$ cat src/rtl/ca_term_pkg.sv
// Package: constants and carrier types for the command bus termination block
package ca_term_pkg;

  // ****************************************************************
  // Field positions and widths
  // ****************************************************************
  localparam int STRENGTH_LSB       = 4;   // Strength field low bit
  localparam int STRENGTH_MSB       = 6;   // Strength field high bit
  localparam int CMD_DISABLE_BIT    = 3;   // Group register bit
  localparam int CLOCK_ENABLE_BIT   = 4;   // Group register bit
  localparam int SELECT_ENABLE_BIT  = 5;   // Group register bit
  localparam int CMD_LINE_COUNT     = 6;   // Terminated command lines

  // ****************************************************************
  // Codes and reset values
  // ****************************************************************
  localparam logic [2:0] STRENGTH_OFF   = 3'h0;  // Termination disabled
  localparam logic [2:0] STRENGTH_MAX   = 3'h6;  // Highest legal divider
  localparam logic [7:0] MODE_REG_RESET = 8'h00; // Both mode regs at reset
  localparam logic [7:0] OHMS_OFF       = 8'h00; // Shown when not applied

  // Pull-up calibration point
  typedef enum logic {
    PULLUP_VDDQ_DIV_2P5,
    PULLUP_VDDQ_DIV_3
  } pullup_level_t;

  // Termination enables for each group of the command bus
  typedef struct packed {
    logic                      clock_pair;  // Clock true/complement
    logic                      select_line; // Chip select
    logic [CMD_LINE_COUNT-1:0] cmd_lines;   // Command/address lines
  } term_groups_t;

  // Resolved strength: divider of the reference and nominal ohms
  typedef struct packed {
    logic [2:0] divider;
    logic [7:0] ohms;
  } strength_t;

endpackage : ca_term_pkg

$ cat src/rtl/strength_decode.sv
// Strength code to reference divider and nominal ohm decoder
`timescale 1ns/1ps
`default_nettype none

module strength_decode (
  input  wire logic                  [2:0] code,     // Three-bit code
  output var  ca_term_pkg::strength_t      strength  // Decoded value
);

  // Codes above the highest divider are reserved and read as off
  always_comb begin
    case (code)
      3'h1:    strength = {3'h1, 8'hF0};
      3'h2:    strength = {3'h2, 8'h78};
      3'h3:    strength = {3'h3, 8'h50};
      3'h4:    strength = {3'h4, 8'h3C};
      3'h5:    strength = {3'h5, 8'h30};
      3'h6:    strength = {3'h6, 8'h28};
      default: strength = {3'h0, ca_term_pkg::OHMS_OFF};
    endcase
  end

endmodule : strength_decode
`default_nettype wire

$ cat src/rtl/ca_termination_drive_config.sv
// Command/address termination and drive strength configuration
//
// Operation
// - Mode bits 6:4 pick termination as reference over one to six; zero off
// - After reset termination stays off until a non-zero code is written
// - Termination covers clock pair, select and six lines; no control pin
// - Termination stays applied during power-down and self-refresh
// - Strap low: command lines never terminated regardless of strength
// - Strap high with code one to six: terminate at the selected value
// - Power-down entry never changes the captured strap state
// - Group register bit 3 drops lines with strap high; bits 4, 5 add clock, select with strap low
// - Six pull-down drive strengths, reference over one to six
`timescale 1ns/1ps
`default_nettype none

module ca_termination_drive_config (
  input  wire logic                        clock,          // 25 MHz clock
  input  wire logic                        rst_n,          // Async reset
  input  wire logic                        rank_termination_strap, // Pad
  input  wire logic                        mode_write,     // Mode reg write
  input  wire logic                        mode_select,    // 0 str, 1 group
  input  wire logic                  [7:0] mode_data,      // Write operand
  input  wire logic                  [2:0] drive_code,     // Pull-down code
  input  wire logic                        pullup_sel,     // Cal point
  input  wire logic                        power_down,     // Power-down state
  output var  ca_term_pkg::term_groups_t   term_enable,    // Group enables
  output var  logic                  [7:0] term_ohms,      // Applied ohms
  output var  logic                  [2:0] term_divider,   // Applied divider
  output var  logic                  [7:0] pulldown_drive_resistance, // Ohms
  output var  logic                        strap_state,    // Captured strap
  output var  logic                        combo_invalid,  // Bad cal pairing
  output var  logic                        recal_needed    // Cal point moved
);

  // ****************************************************************
  // Strap synchroniser and capture
  // ****************************************************************
  logic strap_meta;
  logic strap_sync;
  logic strap_taken;

  // Two flops before any logic reads the pad
  always_ff @(posedge clock or negedge rst_n) begin
    if (!rst_n) begin
      strap_meta <= 1'b0;
      strap_sync <= 1'b0;
    end else begin
      strap_meta <= rank_termination_strap;
      strap_sync <= strap_meta;
    end
  end

  // Strap held as a level; power-down has no say in it
  always_ff @(posedge clock or negedge rst_n) begin
    if (!rst_n) begin
      strap_taken <= 1'b0;
    end else begin
      strap_taken <= strap_sync;
    end
  end

  // ****************************************************************
  // Mode registers
  // ****************************************************************
  logic [7:0] termination_strength_mode_reg;
  logic [7:0] termination_group_mode_reg;
  wire        write_strength = mode_write & ~mode_select;
  wire        write_group    = mode_write & mode_select;

  // Reset clears both, so termination starts off
  always_ff @(posedge clock or negedge rst_n) begin
    if (!rst_n) begin
      termination_strength_mode_reg <= ca_term_pkg::MODE_REG_RESET;
      termination_group_mode_reg    <= ca_term_pkg::MODE_REG_RESET;
    end else begin
      if (write_strength) begin
        termination_strength_mode_reg <= mode_data;
      end
      if (write_group) begin
        termination_group_mode_reg <= mode_data;
      end
    end
  end

  // ****************************************************************
  // Field decode
  // ****************************************************************
  wire [2:0] cmd_bus_term_strength = termination_strength_mode_reg[
    ca_term_pkg::STRENGTH_MSB:ca_term_pkg::STRENGTH_LSB];
  wire cmd_lines_term_disable  =
    termination_group_mode_reg[ca_term_pkg::CMD_DISABLE_BIT];
  wire clock_pair_term_enable  =
    termination_group_mode_reg[ca_term_pkg::CLOCK_ENABLE_BIT];
  wire select_line_term_enable =
    termination_group_mode_reg[ca_term_pkg::SELECT_ENABLE_BIT];

  ca_term_pkg::strength_t term_strength;
  ca_term_pkg::strength_t drive_strength;

  // Same decoder serves termination and pull-down drive
  strength_decode term_dec (
    .code     (cmd_bus_term_strength),
    .strength (term_strength)
  );
  strength_decode drive_dec (
    .code     (drive_code),
    .strength (drive_strength)
  );

  // ****************************************************************
  // Group decision
  // ****************************************************************
  // Reserved code 7 decodes to divider zero, so it also turns all off
  wire strength_on = term_strength.divider != ca_term_pkg::STRENGTH_OFF;
  wire lines_on    = strength_on & strap_taken &
                     ~cmd_lines_term_disable;
  wire clock_on    = strength_on &
                     (strap_taken | clock_pair_term_enable);
  wire select_on   = strength_on &
                     (strap_taken | select_line_term_enable);
  wire any_on      = lines_on | clock_on | select_on;

  ca_term_pkg::term_groups_t next_term_enable;
  assign next_term_enable.clock_pair  = clock_on;
  assign next_term_enable.select_line = select_on;
  assign next_term_enable.cmd_lines   =
    {ca_term_pkg::CMD_LINE_COUNT{lines_on}};

  // ****************************************************************
  // Calibration point check
  // ****************************************************************
  ca_term_pkg::pullup_level_t pullup_calibration_level;
  ca_term_pkg::pullup_level_t calibrated_level;
  assign pullup_calibration_level = pullup_sel ?
    ca_term_pkg::PULLUP_VDDQ_DIV_3 : ca_term_pkg::PULLUP_VDDQ_DIV_2P5;

  // The VDDQ/2.5 point cannot calibrate dividers four and up
  wire next_combo_invalid = strength_on &&
    pullup_calibration_level == ca_term_pkg::PULLUP_VDDQ_DIV_2P5 &&
    term_strength.divider > 3'h3;
  wire level_moved = pullup_calibration_level != calibrated_level;

  // Flags a moved point; strength changes alone never flag
  always_ff @(posedge clock or negedge rst_n) begin
    if (!rst_n) begin
      calibrated_level <= ca_term_pkg::PULLUP_VDDQ_DIV_2P5;
      recal_needed     <= 1'b0;
    end else begin
      calibrated_level <= pullup_calibration_level;
      recal_needed     <= recal_needed | level_moved;
    end
  end

  // ****************************************************************
  // Registered outputs
  // ****************************************************************
  // power_down is deliberately unused: termination holds through it,
  // so one rank can keep terminating a command bus shared by sleepers
  wire unused_power_down = power_down;

  // Strength is only reported while some group actually terminates;
  // a programmed code with every group off shows as zero ohms
  wire [7:0] next_term_ohms    = any_on ? term_strength.ohms
                                        : ca_term_pkg::OHMS_OFF;
  wire [2:0] next_term_divider = any_on ? term_strength.divider
                                        : ca_term_pkg::STRENGTH_OFF;

  // Group enables; nothing here looks at the power state
  always_ff @(posedge clock or negedge rst_n) begin
    if (!rst_n) begin
      term_enable <= '0;
    end else begin
      term_enable <= next_term_enable;
    end
  end

  // Applied ohms, launched on the same edge as the enables
  always_ff @(posedge clock or negedge rst_n) begin
    if (!rst_n) begin
      term_ohms <= ca_term_pkg::OHMS_OFF;
    end else begin
      term_ohms <= next_term_ohms;
    end
  end

  // Applied divider, kept in step with the ohms above
  always_ff @(posedge clock or negedge rst_n) begin
    if (!rst_n) begin
      term_divider <= ca_term_pkg::STRENGTH_OFF;
    end else begin
      term_divider <= next_term_divider;
    end
  end

  // Pull-down drive follows its code one edge later
  always_ff @(posedge clock or negedge rst_n) begin
    if (!rst_n) begin
      pulldown_drive_resistance <= ca_term_pkg::OHMS_OFF;
    end else begin
      pulldown_drive_resistance <= drive_strength.ohms;
    end
  end

  // Strap copy leaves with the enables, so both always agree
  always_ff @(posedge clock or negedge rst_n) begin
    if (!rst_n) begin
      strap_state <= 1'b0;
    end else begin
      strap_state <= strap_taken;
    end
  end

  // Pairing flag is a warning only; the strength is still applied
  always_ff @(posedge clock or negedge rst_n) begin
    if (!rst_n) begin
      combo_invalid <= 1'b0;
    end else begin
      combo_invalid <= next_combo_invalid;
    end
  end

endmodule : ca_termination_drive_config
`default_nettype wire

$ cat config.mk
export PLATFORM = sky130hd
export DESIGN_NAME = ca_termination_drive_config
export DESIGN_NICKNAME = d
export VERILOG_FILES = /design/src/rtl/ca_term_pkg.sv /design/src/rtl/strength_decode.sv /design/src/rtl/ca_termination_drive_config.sv
export SDC_FILE = /design/constraint.sdc
export NUM_CORES = 1
export LEC_CHECK = 0
export ABC_CLOCK_PERIOD_IN_PS = 3150
export BUFFER_PORTS_ARGS = -buffer_cell sky130_fd_sc_hd__buf_2
export CAP_MARGIN = 20
export CORE_MARGIN = 2
export CORE_UTILIZATION = 49
export DETAILED_ROUTE_END_ITERATION = 16
export GPL_TIMING_DRIVEN = 0
export PLACE_DENSITY = 0.85
export SYNTH_ARGS = -nofsm -noshare
export SYNTH_HDL_FRONTEND = slang
export SYNTH_SLANG_ARGS = --single-unit
$ cat constraint.sdc
create_clock -name clock -period 3.15 [get_ports clock]
set_input_delay 0.63 -clock clock [delete_from_list [all_inputs] [get_ports clock]]
set_output_delay 0.63 -clock clock [all_outputs]
set_load 0.05 [all_outputs]
==> key figures <==
Route
  – Detailed-route via count: 750
  – Pre-antenna DRT Iters: 2
  – Metal2 WL: 893 um
  – Post-Route WL: 1733 um
  – Via/cell ratio: between 4 and 5
  – WL met1: approximately 670 um
  – DR iter-0 viols: 4
  – DR WL met3: 142 um
  – DRC: 0
  – DR top layer: met4
  – Antenna Violating Nets Remaining: 0
  – WL per Instance: 10.57 um

Worst setup path
  – R2r setup slk: between 1500 and 2000 ps
  – Worst reg2reg path depth: 2
  – Crit end category: primary output
  – Crit path launch type: register
  – Reg2Reg Capture Point: term_ohms[3]
  – Worst R2R Start: strap_taken
  – Crit path kind: reg -> out
  – CP max FO: 6
  – Critical Path RT: roughly 2500 ps
  – WP data arrival: 1110 ps

Synth
  – Mean Syn Cell Area: around 13 um2
  – Mapped Cells: 87
  – Cell taking the most area after synthesis: dfrtp_1
  – Post-synth EDFFs: 0
  – Post-synth top cells: dfrtp_1, buf_4, nor2_1, mux2_2, nor3_1
  – Synth top area share: 0.6769
  – Unique masters post-synth: 19
  – Leading post-synthesis cells by cell area: dfrtp_1, buf_4, mux2_2, and3_1, nor3_1
  – Count leader, synth: dfrtp_1
  – Dominant synthesized flop cell: dfrtp_1
  – Post-synthesis sequential area ratio: 0.6769
  – Ys Warns: 0
  – Ys async rst share: 1.000
  – Post-Syn Area: between 1000 and 1500 um2
  – Number of synthesized register bits: 31

STA
  – RSZ-0062 raised after global routing: false
  – Final Setup Violations: 0
  – Max Slew Vio Count: 0
  – Relative slew slack: 0.5812
  – Final worst clock skew: around 6 ps
  – Smallest hold slack: between 300 and 400 ps
  – Pin slew with the least headroom to its limit: 628.1 ps
  – Period utilization: 0.5524
  – TNS Setup: 0 ps
  – Period minus WS final: 1740 ps
  – Final hold vios: 0
  – F_max: approximately 570 MHz

Run status
  – Outcome: complete, no violations

Power and ir drop
  – Comb power frac: 0.291
  – Internal: slightly above 0.0007 W
  – Pwr Total: approximately 0.0011 W
  – Clock network fraction of total power: 0.284
  – Sw power: approximately 0.00038 W
  – Pwr Density: approximately 740 nW/um2
  – Switching Share: 0.3442
  – Sequential power share: 0.425
  – Leak: ~0.76 nW
  – VDD IR max: around 0.00045 V

GRT
  – Largest net degree at the start of global routing: 32
  – Grt ovf: 0
  – GRT Util Overall: 0.1479
  – Initial antenna violation count: 0
  – Vias in the first global route: 666
  – First-pass GRT wire length: about 2800 um

Cells and area
  – Biggest regs: pulldown_drive_resistance: 6 flops, term_ohms: 6 flops
  – Number of diodes: 0
  – Area delta synth->final: 28.17%
  – Nets: between 150 and 200
  – Design area: 1469 um2
  – Share of cells above drive strength 1: 0.4926

Floorplanning
  – Initial Util: 0.5181
  – Core Region: ~2200 um2
  – Horiz. Die Dim: between 50 and 60 um
  – FP Rows: 17
  – # IOs: 48
  – Die Y: about 52 um
  – Die ar.: roughly 2700 um2

Placement
  – Port Buffers: 38
  – DP Area: between 1000 and 1500 um2
  – RePlAce Congestion: between 0.7 and 0.8
  – Post-DP HPWL: about 1300 um

Clocking
  – Post-CTS setup-driven buffer insertion count: 0
  – CTS sink count: 31
  – Hold buffer count at cts: 0
  – Clk pin slew, worst setup/hold paths: roughly 90 ps
  – Skew-Pair Late Insertion Delay: between 300 and 400 ps
  – Max clock buf depth: 2
  – Post-CTS sizing: 0
  – TritonCTS buffer count: 5
  – H-tree depth: 2
  – CTS tree: yes
  – Root Buffer: clkbuf_4

Flow run
  – # Max-Cap Violations: 0

Hold path
  – Hold Crit Class: in -> async
layout make-up:
class,count,area (um2)
Clock buffer,6,51.30
Multi-Input combinational cell,46,295.3
Tap cell,28,35.03
Sequential cell,31,775.7
Inverter,1,3.754
Timing Repair Buffer,38,190.2
Buffer,12,82.58
Fill cell,170,743.2
Clock inverter,2,35.03
worst max-delay path by stage:
stage,startpoint,end,slack [ps],depth (start not counted)
after floorplan,term_enable[0],term_enable[1],1560,1
after global placement,mode_select,termination_strength_mode_reg[4],1690,3
after detailed placement,mode_select,termination_strength_mode_reg[6],1690,3
after CTS,term_enable[0],term_enable[3],1390,2
after global routing,term_enable[0],term_enable[3],1320,2
final,term_enable[0],term_enable[2],1410,2
cells by family after synthesis:
group / synth area share
compound gates: 0.03494
buf+inv: 0.07532
mux: 0.05895
other cells: 0.003272
simple gates: 0.1430
flops: 0.6769
xor+xnor: 0.007643
through the flow:
step	instances	worst slack (ps)	util
4_1_cts	164	1388	0.6640
2_1_floorplan	90	1561	-
5_1_grt	164	1322	0.6640
3_3_place_gp	156	1690	0.6250
6_report	164	1410	0.6640
3_5_place_dp	156	1686	0.6250
cell usage in the layout, fill, tap and decap left out, types with 2 or more instances in the layout:
cell type / count
mux2_2: 6
and3_1: 5
clkbuf_4: 5
buf_2: 41
buf_4: 9
nand2_1: 3
a211oi_1: 4
nor2_1: 8
and2_1: 2
dfrtp_1: 31
nor3_1: 6
conb_1: 4
a21oi_1: 2
power by group through the flow:
| stage | clock network, W | registers, W | logic, W |
|---|---|---|---|
| after detailed placement | 0 | 0.000473 | 0.000320 |
| after CTS | 0.000318 | 0.000465 | 0.000320 |
| final | 0.000310 | 0.000464 | 0.000318 |
| after floorplan | 0 | 0.000600 | 0.000118 |
| after global placement | 0 | 0.000470 | 0.000315 |
| after global routing | 0.000340 | 0.000469 | 0.000338 |
layer usage:
layer,track usage,vias to the layer above
met5,0,-
met4,0.07692,0
met3,0.07143,4
met2,0.2521,30
met1,0.1472,340
li1,-,376
worst max-delay path: stages (launching register included):
cell and delay [ps]:
dfrtp_1 430, buf_4 130, buf_2 240
Note: power is estimated with default switching activity, not from simulation.
